--- config.mk ---
export PLATFORM = sky130hd
export DESIGN_NAME = uart_host_serial_port
export DESIGN_NICKNAME = d
export VERILOG_FILES = /design/src/serial_port_pkg.sv /design/src/word_fifo.sv /design/src/uart_host_serial_port.sv
export VERILOG_INCLUDE_DIRS = /design/src /design/src/src
export SDC_FILE = /design/constraint.sdc
export NUM_CORES = 1
export LEC_CHECK = 0
export BUFFER_PORTS_ARGS = -buffer_cell sky130_fd_sc_hd__buf_2
export CORE_MARGIN = 10
export CORE_UTILIZATION = 45
export CTS_BUF_LIST = sky130_fd_sc_hd__clkbuf_2
export CTS_CLUSTER_SIZE = 24
export DETAILED_ROUTE_END_ITERATION = 6
export PLACE_DENSITY = 0.7
export SETUP_SLACK_MARGIN = 0.02
export SYNTH_ARGS = -nofsm -noshare
export SYNTH_HDL_FRONTEND = slang
export SYNTH_HIERARCHICAL = 1
export SYNTH_SLANG_ARGS = --single-unit
export TNS_END_PERCENT = 100
--- constraint.sdc ---
create_clock -name clk_i -period 1.7 [get_ports clk_i]
set_input_delay 0 -clock clk_i [delete_from_list [all_inputs] [get_ports clk_i]]
set_output_delay 0 -clock clk_i [all_outputs]
set_load 0.03 [all_outputs]
--- src/serial_port_consts.svh ---
`ifndef SERIAL_PORT_CONSTS_SVH
`define SERIAL_PORT_CONSTS_SVH
`define WORD_BITS      16
`define CNT_W          5
`define CNT_ZERO       5'h00
`define CNT_ONE        5'h01
`define CNT_FULL       5'h10
`define TYPE_HI        15
`define TYPE_LO        14
`define SYNC_RESET     2'h0
`define FIFO_DEPTH     16
`endif

--- src/serial_port_pkg.sv ---
package serial_port_pkg;
  typedef enum logic [1:0]
  {
    XFER_WR_CFG = 2'h3,
    XFER_RD_CFG = 2'h1,
    XFER_WR_DAT = 2'h2,
    XFER_RD_DAT = 2'h0
  } xfer_type_t;
  typedef struct packed
  {
    xfer_type_t  kind;
    logic [13:0] payload;
  } frame_word_t;
  typedef enum logic [1:0]
  {
    ST_IDLE  = 2'h0,
    ST_SHIFT = 2'h1,
    ST_DONE  = 2'h2
  } port_state_t;
endpackage

--- src/word_fifo.sv ---
`timescale 1ns/1ps
`default_nettype none
module word_fifo #(
  parameter int WIDTH = 16,
  parameter int DEPTH = 16,
  parameter int AW    = $clog2(DEPTH)
) (
  input  wire logic             clk_i,
  input  wire logic             rst_n_i,
  input  wire logic             in_valid_i,
  output logic                  in_ready_o,
  input  wire logic [WIDTH-1:0] in_data_i,
  output logic                  out_valid_o,
  input  wire logic             out_ready_i,
  output logic      [WIDTH-1:0] out_data_o
);
  logic [WIDTH-1:0] mem [DEPTH];
  logic [AW:0]      wr_reg;
  logic [AW:0]      rd_reg;
  wire              full_w  = (wr_reg[AW] != rd_reg[AW]) && (wr_reg[AW-1:0] == rd_reg[AW-1:0]);
  wire              empty_w = (wr_reg == rd_reg);
  wire              push_w  = in_valid_i && !full_w;
  wire              pop_w   = out_ready_i && !empty_w;
  assign in_ready_o  = !full_w;
  assign out_valid_o = !empty_w;
  assign out_data_o  = mem[rd_reg[AW-1:0]];
  always_ff @(posedge clk_i)
  begin
    if (push_w)
      mem[wr_reg[AW-1:0]] <= in_data_i;
  end
  always_ff @(posedge clk_i or negedge rst_n_i)
  begin
    if (!rst_n_i)
    begin
      wr_reg <= '0;
      rd_reg <= '0;
    end
    else
    begin
      if (push_w)
        wr_reg <= wr_reg + 1'b1;
      if (pop_w)
        rd_reg <= rd_reg + 1'b1;
    end
  end
endmodule
`default_nettype wire

--- src/uart_host_serial_port.sv ---
// Summary of operation
// - The port works with an idle-low serial clock, sampling on its rising edge and shifting on its falling edge.
// - Every complete frame is full duplex, taking one 16-bit word in while returning one 16-bit word out.
// - The first two received bits pick the transfer type: write config, read config, write data or read data.
// - The serial input is sampled on each of the first 16 rising serial clock edges while chip select is low.
// - Output bit 15 appears as chip select falls, before any clock edge.
// - Output bits 14 down to 0 change on the first 15 falling serial clock edges, one bit per edge.
// - A frame that ends before the sixteenth bit is dropped and changes nothing.
// - The received word of a complete frame is queued when chip select rises while the FIFO has room; with the FIFO full it is lost.
// - Each falling chip select edge restarts the bit count for a fresh 16-bit frame.
// - The serial output is released whenever chip select is high.
// - In a data frame the data-available flag clears at the sixteenth falling clock edge when no more data waits.
`timescale 1ns/1ps
`default_nettype none
`include "serial_port_consts.svh"
module uart_host_serial_port
  import serial_port_pkg::*;
#(
  parameter int WORD_W = `WORD_BITS,
  parameter int DEPTH  = `FIFO_DEPTH
) (
  input  wire logic              clk_i,
  input  wire logic              resetn_i,
  input  wire logic              sclk_i,
  input  wire logic              cs_n_i,
  input  wire logic              sdi_i,
  output logic                   sdo_o,
  output logic                   sdo_oe_n_o,
  input  wire logic [WORD_W-1:0] reply_i,
  input  wire logic              rx_pending_i,
  output logic                   word_valid_o,
  input  wire logic              word_ready_i,
  output frame_word_t            word_o,
  output logic                   rx_avail_o,
  output logic                   fifo_full_o
);
  logic [1:0]        rst_sync_reg;
  wire               rst_n = rst_sync_reg[1];
  logic [1:0]        sclk_sync_reg;
  logic [1:0]        cs_sync_reg;
  logic [1:0]        sdi_sync_reg;
  logic              sclk_prev_reg;
  logic              cs_prev_reg;
  logic [`CNT_W-1:0] cnt_reg;
  logic [WORD_W-1:0] rx_reg;
  logic [WORD_W-1:0] tx_reg;
  logic              sdo_reg;
  logic              oe_n_reg;
  logic              push_reg;
  logic              avail_reg;
  logic              data_frame_reg;
  port_state_t       state_reg;
  logic              in_ready;
  always_ff @(posedge clk_i or negedge resetn_i)
  begin
    if (!resetn_i)
      rst_sync_reg <= `SYNC_RESET;
    else
      rst_sync_reg <= {rst_sync_reg[0], 1'b1};
  end
  always_ff @(posedge clk_i or negedge rst_n)
  begin
    if (!rst_n)
    begin
      sclk_sync_reg <= 2'h0;
      cs_sync_reg   <= 2'h3;
      sdi_sync_reg  <= 2'h0;
      sclk_prev_reg <= 1'b0;
      cs_prev_reg   <= 1'b1;
    end
    else
    begin
      sclk_sync_reg <= {sclk_sync_reg[0], sclk_i};
      cs_sync_reg   <= {cs_sync_reg[0], cs_n_i};
      sdi_sync_reg  <= {sdi_sync_reg[0], sdi_i};
      sclk_prev_reg <= sclk_sync_reg[1];
      cs_prev_reg   <= cs_sync_reg[1];
    end
  end
  wire sclk_s    = sclk_sync_reg[1];
  wire cs_s      = cs_sync_reg[1];
  wire sclk_rise = sclk_s && !sclk_prev_reg;
  wire sclk_fall = !sclk_s && sclk_prev_reg;
  wire cs_fall   = !cs_s && cs_prev_reg;
  wire cs_rise   = cs_s && !cs_prev_reg;
  wire active    = (state_reg == ST_SHIFT);
  wire at_full   = (cnt_reg == `CNT_FULL);
  wire take_bit  = active && !cs_s && sclk_rise && !at_full;
  wire last_fall = active && sclk_fall && at_full;
  wire [1:0] kind_w = rx_reg[`TYPE_HI:`TYPE_LO];
  wire is_data  = (kind_w == XFER_WR_DAT) || (kind_w == XFER_RD_DAT);
  // The word leaves only when the frame closes complete; a short frame is dropped.
  wire commit   = cs_rise && active && at_full;
  always_ff @(posedge clk_i or negedge rst_n)
  begin
    if (!rst_n)
    begin
      state_reg <= ST_IDLE;
      cnt_reg   <= `CNT_ZERO;
      rx_reg    <= '0;
      tx_reg    <= '0;
      sdo_reg   <= 1'b0;
      oe_n_reg  <= 1'b1;
    end
    else
    begin
      case (state_reg)
        ST_IDLE:
        begin
          if (cs_fall)
          begin
            state_reg <= ST_SHIFT;
            cnt_reg   <= `CNT_ZERO;
            tx_reg    <= reply_i << 1;
            sdo_reg   <= reply_i[WORD_W-1];
            oe_n_reg  <= 1'b0;
          end
        end
        ST_SHIFT:
        begin
          if (cs_rise)
          begin
            state_reg <= ST_IDLE;
            oe_n_reg  <= 1'b1;
          end
          else
          begin
            if (take_bit)
            begin
              rx_reg  <= {rx_reg[WORD_W-2:0], sdi_sync_reg[1]};
              cnt_reg <= cnt_reg + `CNT_ONE;
            end
            if (sclk_fall && !at_full && cnt_reg != `CNT_ZERO)
            begin
              sdo_reg <= tx_reg[WORD_W-1];
              tx_reg  <= tx_reg << 1;
            end
          end
        end
        default:
          state_reg <= ST_IDLE;
      endcase
    end
  end
  always_ff @(posedge clk_i or negedge rst_n)
  begin
    if (!rst_n)
    begin
      push_reg       <= 1'b0;
      avail_reg      <= 1'b0;
      data_frame_reg <= 1'b0;
    end
    else
    begin
      push_reg <= commit && in_ready;
      // Both data types end in a zero second bit, so that bit alone marks a data frame.
      if (take_bit && cnt_reg == `CNT_ONE)
        data_frame_reg <= (sdi_sync_reg[1] == 1'b0);
      if (rx_pending_i)
        avail_reg <= 1'b1;
      else if (last_fall && is_data)
        avail_reg <= 1'b0;
    end
  end
  word_fifo #(
    .WIDTH (WORD_W),
    .DEPTH (DEPTH)
  ) u_fifo (
    .clk_i       (clk_i),
    .rst_n_i     (rst_n),
    .in_valid_i  (push_reg),
    .in_ready_o  (in_ready),
    .in_data_i   (rx_reg),
    .out_valid_o (word_valid_o),
    .out_ready_i (word_ready_i),
    .out_data_o  (word_o)
  );
  assign sdo_o       = sdo_reg;
  assign sdo_oe_n_o  = oe_n_reg;
  assign rx_avail_o  = avail_reg;
  assign fifo_full_o = !in_ready;
  property p_oe_off_idle;
    @(posedge clk_i) disable iff (!rst_n) (state_reg == ST_IDLE && !cs_fall) |=> sdo_oe_n_o;
  endproperty
  a_oe_off_idle: assert property (p_oe_off_idle) else $error("output driven while deselected");
  property p_first_bit;
    @(posedge clk_i) disable iff (!rst_n) (state_reg == ST_IDLE && cs_fall) |=> (sdo_o == $past(reply_i[WORD_W-1]));
  endproperty
  a_first_bit: assert property (p_first_bit) else $error("bit 15 not presented at select");
  property p_short_drop;
    @(posedge clk_i) disable iff (!rst_n) (cs_rise && active && !at_full) |=> !push_reg;
  endproperty
  a_short_drop: assert property (p_short_drop) else $error("short frame committed");
  property p_commit;
    @(posedge clk_i) disable iff (!rst_n) (commit && in_ready) |=> push_reg;
  endproperty
  a_commit: assert property (p_commit) else $error("complete frame not committed");
  property p_restart;
    @(posedge clk_i) disable iff (!rst_n) (state_reg == ST_IDLE && cs_fall) |=> (cnt_reg == `CNT_ZERO);
  endproperty
  a_restart: assert property (p_restart) else $error("count not restarted");
  property p_cap16;
    @(posedge clk_i) disable iff (!rst_n) at_full && !cs_rise && active |=> (cnt_reg == `CNT_FULL);
  endproperty
  a_cap16: assert property (p_cap16) else $error("count passed sixteen");
  property p_sample;
    @(posedge clk_i) disable iff (!rst_n) take_bit |=> (rx_reg[0] == $past(sdi_sync_reg[1]));
  endproperty
  a_sample: assert property (p_sample) else $error("input bit not sampled");
  property p_avail_clr;
    @(posedge clk_i) disable iff (!rst_n) (last_fall && data_frame_reg && !rx_pending_i) |=> !rx_avail_o;
  endproperty
  a_avail_clr: assert property (p_avail_clr) else $error("data flag not cleared");
  c_full_frame: cover property (@(posedge clk_i) disable iff (!rst_n) commit);
  c_short_frame: cover property (@(posedge clk_i) disable iff (!rst_n) cs_rise && active && !at_full);
  c_fifo_full: cover property (@(posedge clk_i) disable iff (!rst_n) !in_ready);
endmodule
`default_nettype wire

# [Word-level counts from Yosys, hierarchy flattened]
# Memories as Yosys holds them, arrays and structs flattened.
# Cells that the tools add are included.
[op_classes] n_mux=22 eq_ne=11 add_sub_neg=3 n_reduce_logical=36 bitwise_logic=1
[op_table] cell="16-bit 2-to-1 mux" count=3
[op_table] cell="16-bit case mux with 2 select lines" count=1
[op_table] cell="1-bit logical AND" count=18
[op_table] cell="5-bit by 1-bit adder with 5-bit output, second input constant" count=3
[op_table] cell="5-bit 2-to-1 mux" count=3
[op_table] cell="5-bit case mux with 2 select lines" count=1
[op_table] cell="1-bit 2-to-1 mux" count=9
[op_table] cell="4-bit AND reduction" count=2
[op_table] cell="1-bit logical NOT" count=7
[op_table] cell="2-bit != test, second input constant" count=3
[op_table] cell="3-bit AND reduction" count=2
[op_table] cell="5-bit == test" count=1
[op_table] cell="5-bit == test, second input constant" count=1
[op_table] cell="5-bit nonzero test" count=1
[op_table] cell="4-bit == test" count=1
[op_table] cell="2-bit logical NOT" count=2
[op_table] cell="2-bit 2-to-1 mux" count=2
[op_table] cell="2-bit by 1-bit != test with 1-bit output, second input constant" count=2
[op_table] cell="1-bit case mux with 2 select lines" count=2
[op_table] cell="2-bit case mux with 2 select lines" count=1
[op_table] cell="2-bit nonzero test" count=2
[op_table] cell="2-bit by 1-bit == test with 1-bit output, second input constant" count=1
[op_table] cell="2-bit == test, second input constant" count=1
[op_table] cell="2-bit AND reduction" count=1
[op_table] cell="3 further kinds" count=3
[totals] out_inout_bits=21 mem_count=1 register_bits=63 wordCells=90 ramBits=256
[memory_table] memory="u_fifo.mem" depth=16 width=16 read_ports=1 rd_clocked_by_memory_dff=0 write_ports=1 line_no="word_fifo.sv:17" rtl="logic [WIDTH-1:0] mem [DEPTH];"

# [Depth between registers and ports, before layout]
# Gate-level depths: netlist of the first run.
[logic_depth] word_depth=7 mapped_depth=7

# [By module]
# The synthesis of the first run kept the hierarchy.
[by_module_without_submodules] mod="word_fifo" n_inst=1 area_per_inst_um2=10347.4 seq_area_each_um2=7937.6 cells_each=471
[by_module_without_submodules] mod="uart_host_serial_port" n_inst=1 area_per_inst_um2=2353.5 seq_area_each_um2=1281.2 cells_each=204

# [Worst setup path after synthesis of the first run]
# Ideal clock, no wire load.
[synth_timing] kind="register to register" start="register u_fifo.rd_reg[0]" end="memory u_fifo.mem[0][0] (enable)" required_time_ns=1.291 period_less_slack_ns=2.726 t_arrival_ns=2.316 stages_incl_launch_ff=8 slack_ns=-1.026 path_cell_list="dfrtp_1 > buf_6 > buf_12 > xnor2_2 > nand4_2 > buf_4 > o211ai_2 > nor3_1"
[synth_via] elab_chain_len=6
[synth_lines] item="start, declared" line_no="word_fifo.sv:19" rtl="logic [AW:0] rd_reg;"
[synth_lines] item="start signal, assigned" line_no="word_fifo.sv:44" rtl="rd_reg <= rd_reg + 1'b1;"
[synth_lines] item="4-bit == test" line_no="word_fifo.sv:20" rtl="wire full_w = (wr_reg[AW] != rd_reg[AW]) && (wr_reg[AW-1:0] == rd_reg[AW-1:0]);"
[synth_lines] item="1-bit logical AND" line_no="word_fifo.sv:20"
[synth_lines] item="1-bit logical NOT" line_no="word_fifo.sv:22" rtl="wire push_w = in_valid_i && !full_w;"
[synth_lines] item="1-bit logical AND" line_no="word_fifo.sv:22"
[synth_lines] item="1-bit 2-to-1 mux" line_no="word_fifo.sv:29" rtl="if (push_w)"
[synth_lines] item="1-bit 2-to-1 mux (implied by the code)" line_no="word_fifo.sv:30" rtl="mem[wr_reg[AW-1:0]] <= in_data_i;"
[synth_lines] item="end, declared" line_no="word_fifo.sv:17"
# Every way passes these cells.

==> results.py, run 1 <==
metrics = {
    "run_status": {
        "outcome": "complete, but fails checks",
        "violations": "setup timing",
    },
    "worst_setup_path": {
        "critPathMaxStageDelay_ns": 0.50,
        "startpoint": "u_fifo/rd_reg[0]",
        "critical_path_class": "reg2out",
        "critical_path.reg2reg.startpoint": "u_fifo/rd_reg[0]",
        "worst_r2r_path_depth": 11,
        "timing.critical_path.slowest_stage_cell": "dfrtp_4",
        "critical_path.cell_chain": "buf_12, buf_12, buf_16, mux4_2, a22oi_2, nand2_1, buf_6",
        "worst_ep_required_time_ns": 1.70,
        "worst_setup_path_start_kind": "flip-flop",
        "critPathArrivalTime_ns": 2.75,
        "critPathMaxFanout": 6,
        "regToRegSetupSlack_ns": -0.66,
        "critical_path.reg2reg.endpoint": "u_fifo/mem[10][13]",
        "end_kind": "output pin",
        "critical_path.endpoint": "word_o[5]",
        "crit_path_frequent_cell": "buf_12",
    },
    "power_and_ir_drop": {
        "powerDensity_nw_per_um2": 1368,
        "finalPower_mw": 22.36,
        "power.static_leakage_nw": 5.934,
        "irDropWorstVdd_uv": 638.3,
    },
    "clocking": {
        "clock_tree.htree_level_count": 3,
        "clk_path_buf_depth": 3,
        "tritoncts": "done",
        "clock_latency_ns": 0.86,
        "cts.reportedPaths.clkPinSlew_ns": 0.10,
        "cts_inserted_buffers": 79,
        "clockRootBuffer": "clkbuf_2",
        "clkSinkCount": 317,
    },
    "sta": {
        "timing.final.setup_violations": 302,
        "timing.final.crit_period_ns": 2.746,
        "rsz0062_at_grt": "yes",
        "timing_hold_violations_final": 0,
        "timing_max_transition_violations_final": 0,
        "timing.final.ws_setup_ns": -1.046,
        "slew_headroom": 0.6041,
        "tightestPinTransition_ns": 0.5938,
        "maxClockFrequency_mhz": 364.2,
        "hold_ws_ns": 0.04389,
        "min_period_over_period": 1.615,
        "final.setup.tns_ns": -158.92,
        "fin_skew_ns": 0.07933,
    },
    "floorplanning": {
        "initial_util": 0.4572,
        "design.die.area_sq_um": 35340,
        "design.core.area_sq_um": 27780,
        "die_height_um": 188,
        "die_width_um": 188,
        "num_rows": 61,
        "io_count": 44,
    },
    "synth": {
        "synth.mux.area_fraction": 0.1316,
        "synth_top_family_by_area": "multiplexers",
        "synth_top_cell_by_area": "edfxtp_1",
        "synth_adder_area_share": 0.006896,
        "ys_ff_latch": 317,
        "synth_compound_gate_area_share": 0.04571,
        "synth_simple_gate_area_frac": 0.05733,
        "synthesis.area_per_instance_sq_um": 18.82,
        "cell_area_after_technology_mapping_sq_um": 12700,
        "synthDistinctLibCells": 55,
        "synth.area.top_cells": "edfxtp_1 61%, dfrtp_1 11%, mux4_2 11%, a22oi_1 2.0%, mux2_2 1.4%",
        "post_synth_xor_area_fraction": 0.009457,
        "syn-num-nets": 705,
        "synth_sequential_area_ratio": 0.7258,
        "synth.yosys.warnings": 6,
        "postSynthCellCount": 675,
        "synth_top_cell_area_share": 0.6053,
    },
    "global_routing": {
        "number_of_antenna_violations_at_the_first_check_in_global_routing": 1,
        "grt_remaining_overflow": 0,
        "grtUsageTotal": 0.1781,
        "grt_pass1_vias": 8144,
        "pin_count_of_the_biggest_net_entering_global_routing": 28,
        "grt_first_pass_wirelength_mm": 48.33,
    },
    "detailed_routing": {
        "routed_via_density": 5.558,
        "num_vias": 7487,
        "drc": 0,
        "avgRoutedWirePerCell_um": 23.25,
        "final_wirelength_mm": 31.32,
        "antenna_left": 0,
        "detailedRoute.firstPassIterationCount": 5,
        "dr.first_iter.drc_count": 720,
    },
    "layout": {
        "largest_register_ff_count": 256,
        "fin_area_sq_um": 16350,
        "layout-drive-gt1-share": 0.4535,
        "area_delta_synth_final_pct": 28.70,
        "final_nets": 942,
    },
    "placed_design": {
        "detailed_place_hpwl_mm": 15.81,
        "placement.io_buffers": 43,
        "dpl-instance-area_sq_um": 13990,
        "finalWeightedCongestion": 0.8041,
        "pre_cts_slack_ns": -0.3794,
    },
    "job": {
        "maxCapViolCount": 0,
    },
    "worst_hold_path": {
        "min-delay-path-class": "in2reg",
    },
}
[timing repair]
| action | in CTS | in global routing |
|---|---|---|
| cloned | 16 | 3 |
| hold endpoints to repair | 27 | 0 |
| resized for setup | 111 | 16 |
| hold buffers | 43 | 0 |
| pin swaps | 32 | 18 |
| setup endpoints to repair | 286 | 307 |
| setup buffers | 22 | 13 |
[routing by layer]
metal | vias to the layer above | global-route usage | share of wire
met4 | 0 | 0.06708 | 0.025
met5 | - | 0 | 0
met3 | 60 | 0.03803 | 0.071
met2 | 325 | 0.3085 | 0.53
met1 | 3859 | 0.2136 | 0.37
li1 | 3243 | - | -
[how the worst min path moves through the flow]
| stage | from | endpoint | slack, ns | cells after the start |
|---|---|---|---|---|
| after floorplan | resetn_i | rst_sync_reg[0] | -0.30 | 0 |
| after global placement | resetn_i | rst_sync_reg[0] | -0.21 | 1 |
| after detailed placement | resetn_i | rst_sync_reg[0] | -0.21 | 1 |
| after CTS | word_ready_i | u_fifo/rd_reg[3] | 0.004 | 4 |
| after global routing | word_ready_i | u_fifo/rd_reg[3] | 0.03 | 4 |
| final | word_ready_i | u_fifo/rd_reg[3] | 0.04 | 4 |
[kinds of logic after synthesis]
family / after synthesis
other: 1
XOR/XNOR: 12
multiplexers: 84
AO/OA/AOI/OAI: 69
flip-flops: 317
buffers and inverters: 47
adder cells (fa/ha/maj): 7
AND/OR/NAND/NOR: 138
[worst max-delay path: cells and delay by family, from the launching register on]
kind | cells | cell delay, ns
flip-flops | 1 | 0.50
buffers and inverters | 4 | 0.60
multiplexers | 1 | 0.47
AND/OR/NAND/NOR | 1 | 0.10
AO/OA/AOI/OAI | 1 | 0.22
[synth_stat cells, drive strengths merged]
cell	instances
nand2b	20
or2	1
nand4bb	1
a31o	1
xor2	1
nor3b	4
o21ai	4
nor3	5
ha	7
edfxtp	256
dlygate4sd1	1
mux4	64
buf	24
a211o	1
mux2i	2
o311ai	1
and4bb	1
and2	2
nand3	4
dfrtp	57
a211oi	15
o211ai	9
or4	2
a21oi	2
clkbuf	14
or3b	1
a31oi	1
inv	8
nor2b	5
nor2	45
mux2	18
xnor2	11
nand4	6
and3	2
conb	1
dfstp	4
nor4	15
nand3b	1
a22oi	33
a21o	2
nand2	23
[placed cells by master (no fill, tap or decap), types with 18 or more instances in the layout]
cell type	n
edfxtp_1	256
nand2b_1	19
dfrtp_1	54
mux4_2	63
dlygate4sd3_1	43
nand2_1	19
buf_6	35
a22oi_2	24
buf_2	25
nor2_1	34
buf_12	26
clkbuf_2	116
buf_16	18
buf_4	46
[report_power, final]
group	total, mW	switching, mW	internal [mW]
combinational	8.00	3.92	4.08
sequential	9.35	0.440	8.91
clock	5.02	3.03	1.99
[final cells by class]
cell class | count | area [sq um]
antenna | 1 | 2.502
clock buffer | 116 | 580.6
clock inverter | 21 | 126.4
fill | 2047 | 11440
inverter | 8 | 30.03
multi-input combinational | 311 | 3547
sequential | 317 | 9225
tap | 378 | 473.0
timing repair buffer | 195 | 2361
[metrics by stage]
stage          utilization  std cells
2_1_floorplan            -        675
3_3_place_gp        0.5035       1116
3_5_place_dp        0.5035       1116
4_1_cts             0.5828       1332
5_1_grt             0.5884       1347
6_report            0.5884       1347
Note: power is estimated with default switching activity, not from simulation.
==> run 2: changes to the inputs <==
Settings changed: SETUP_SLACK_MARGIN 0.02 to not set.
==> results.py, run 2 (synthesis gave the netlist of run 1 again) <==
metrics = {
    "job": {
        "maxCapViolCount": 0,
    },
    "detailed_routing": {
        "antenna_left": 0,
        "num_vias": 7536,
        "detailedRoute.firstPassIterationCount": 5,
        "final_wirelength_mm": 32.32,
        "drc": 0,
        "avgRoutedWirePerCell_um": 23.84,
        "routed_via_density": 5.558,
        "dr.first_iter.drc_count": 645,
    },
    "placed_design": {
        "detailed_place_hpwl_mm": 15.81,
        "finalWeightedCongestion": 0.8041,
        "placement.io_buffers": 43,
    },
    "sta": {
        "timing_hold_violations_final": 0,
        "slew_headroom": 0.5968,
        "timing.final.ws_setup_ns": -1.042,
        "min_period_over_period": 1.613,
        "maxClockFrequency_mhz": 364.7,
        "timing.final.crit_period_ns": 2.742,
        "timing.final.setup_violations": 302,
        "hold_ws_ns": 0.07739,
        "tightestPinTransition_ns": 0.6048,
        "timing_max_transition_violations_final": 0,
        "rsz0062_at_grt": "yes",
        "fin_skew_ns": 0.07981,
    },
    "floorplanning": {
        "die_width_um": 188,
        "num_rows": 61,
        "design.core.area_sq_um": 27780,
        "die_height_um": 188,
        "design.die.area_sq_um": 35340,
        "io_count": 44,
        "initial_util": 0.4572,
    },
    "worst_setup_path": {
        "critPathMaxFanout": 6,
        "critical_path.reg2reg.endpoint": "u_fifo/mem[12][13]",
        "critPathArrivalTime_ns": 2.74,
        "timing.critical_path.slowest_stage_cell": "dfrtp_4",
        "end_kind": "output pin",
        "critPathMaxStageDelay_ns": 0.50,
        "worst_r2r_path_depth": 12,
        "startpoint": "u_fifo/rd_reg[0]",
        "worst_ep_required_time_ns": 1.70,
        "crit_path_frequent_cell": "buf_12",
        "critical_path.endpoint": "word_o[5]",
        "regToRegSetupSlack_ns": -0.71,
        "critical_path.n_buffers_inverters": 4,
        "crit_family": "buffers and inverters",
        "critical_path.cell_chain": "buf_12, buf_12, buf_16, mux4_2, a22oi_2, nand2_1, buf_6",
        "critical_path_class": "reg2out",
        "critical_path.reg2reg.startpoint": "u_fifo/rd_reg[0]",
        "cp_num_cells": 7,
        "worst_setup_path_start_kind": "flip-flop",
    },
    "layout": {
        "most-common-layout-cells": "256 x edfxtp_1, 116 x clkbuf_2, 63 x mux4_2",
        "sequential_cell_area_sq_um": 9225,
        "multi_input_area_sq_um": 3620,
        "final_util": 0.5972,
        "largest_register_ff_count": 256,
        "fill_cells": 1992,
        "layout-drive-gt1-share": 0.4708,
        "layout_commonest_cell": "edfxtp_1",
        "final_nets": 951,
        "area_delta_synth_final_pct": 30.63,
    },
    "clocking": {
        "clock_tree.htree_level_count": 3,
        "cts.reportedPaths.clkPinSlew_ns": 0.09,
        "clockRootBuffer": "clkbuf_2",
        "tritoncts": "done",
        "cts_inserted_buffers": 79,
        "clkSinkCount": 317,
        "clock_latency_ns": 0.86,
        "clk_path_buf_depth": 3,
    },
    "global_routing": {
        "grtUsageTotal": 0.1801,
        "grt_pass1_vias": 8110,
        "number_of_antenna_violations_at_the_first_check_in_global_routing": 1,
        "pin_count_of_the_biggest_net_entering_global_routing": 28,
        "grt_remaining_overflow": 0,
        "grt_first_pass_wirelength_mm": 48.53,
    },
    "power_and_ir_drop": {
        "power.static_leakage_nw": 6.041,
        "finalPower_mw": 22.77,
        "powerDensity_nw_per_um2": 1372,
        "irDropWorstVdd_uv": 658.8,
    },
    "run_status": {
        "violations": "setup timing",
        "outcome": "complete, but fails checks",
    },
    "worst_hold_path": {
        "min-delay-path-class": "in2reg",
    },
}
## run 2: cell types whose count changed in the layout (fill, tap and decap cells not counted), moves of 3 or more
cell and change:
buf_12 +3, buf_6 +6, a211oi_2 +5, buf_4 -3, nor4_1 -3, nor4_2 +3, a211oi_1 -5
## run 2: worst min-delay path by stage
stage	from	endpoint	slack, ns	depth (start not counted)
floorplan	resetn_i	rst_sync_reg[0]	-0.30	0
global placement	resetn_i	rst_sync_reg[0]	-0.21	1
detailed placement	resetn_i	rst_sync_reg[0]	-0.21	1
CTS	word_ready_i	u_fifo/rd_reg[3]	0.004	4
global route	word_ready_i	u_fifo/rd_reg[2]	0.03	4
finish	word_ready_i	u_fifo/rd_reg[3]	0.08	4
## run 2: what timing repair did
action,CTS,global route
gates cloned,16,4
setup buffers,25,21
endpoints found under the setup margin,279,297
hold buffers,43,0
gates resized for setup,111,42
pin swaps,33,17
hold endpoints to repair,27,0
## run 2: worst reg2reg max path, stage by stage (launching register included)
cell	delay (ns)
dfrtp_4	0.50
buf_4	0.14
buf_4	0.13
xnor2_2	0.13
nand4_2	0.09
buf_6	0.12
buf_12	0.10
buf_12	0.12
o211ai_4	0.09
buf_12	0.14
buf_12	0.12
nor2_4	0.23
buf_12	0.17
## run 2: cell type report
| cell class | instances | share of cell area |
|---|---|---|
| clock inverter | 21 | 0.007617 |
| timing repair buffer | 204 | 0.1527 |
| multi-input combinational | 311 | 0.2182 |
| antenna | 1 | 0.0001508 |
| sequential | 317 | 0.5560 |
| tap | 378 | 0.02851 |
| clock buffer | 116 | 0.03499 |
| inverter | 8 | 0.001810 |
## run 2: per-layer routing
metal  vias up  share of wire  GRT usage
met5         -              0          0
met2       327           0.52     0.3062
met1      3862           0.37     0.2096
met3        78          0.070    0.05009
li1       3269              -          -
met4         0          0.036    0.07785
## run 2: where the power goes
part	internal, mW	leakage, nW	switching, mW
registers	8.91	3.14	0.446
clock network	1.99	0.540	3.03
logic	4.32	2.36	4.08
total	15.2	6.04	7.55
## run 2: through the flow
step	setup WS (ns)	instances	cell area [sq um]	TNS [ns]
after floorplan	-0.3631	675	12860	-66.65
after global placement	-0.3284	1116	13990	-55.33
after detailed placement	-0.3794	1116	13990	-63.67
after CTS	-1.067	1334	16230	-93.59
after global routing	-1.147	1356	16590	-174.17
final	-1.042	1356	16590	-165.01
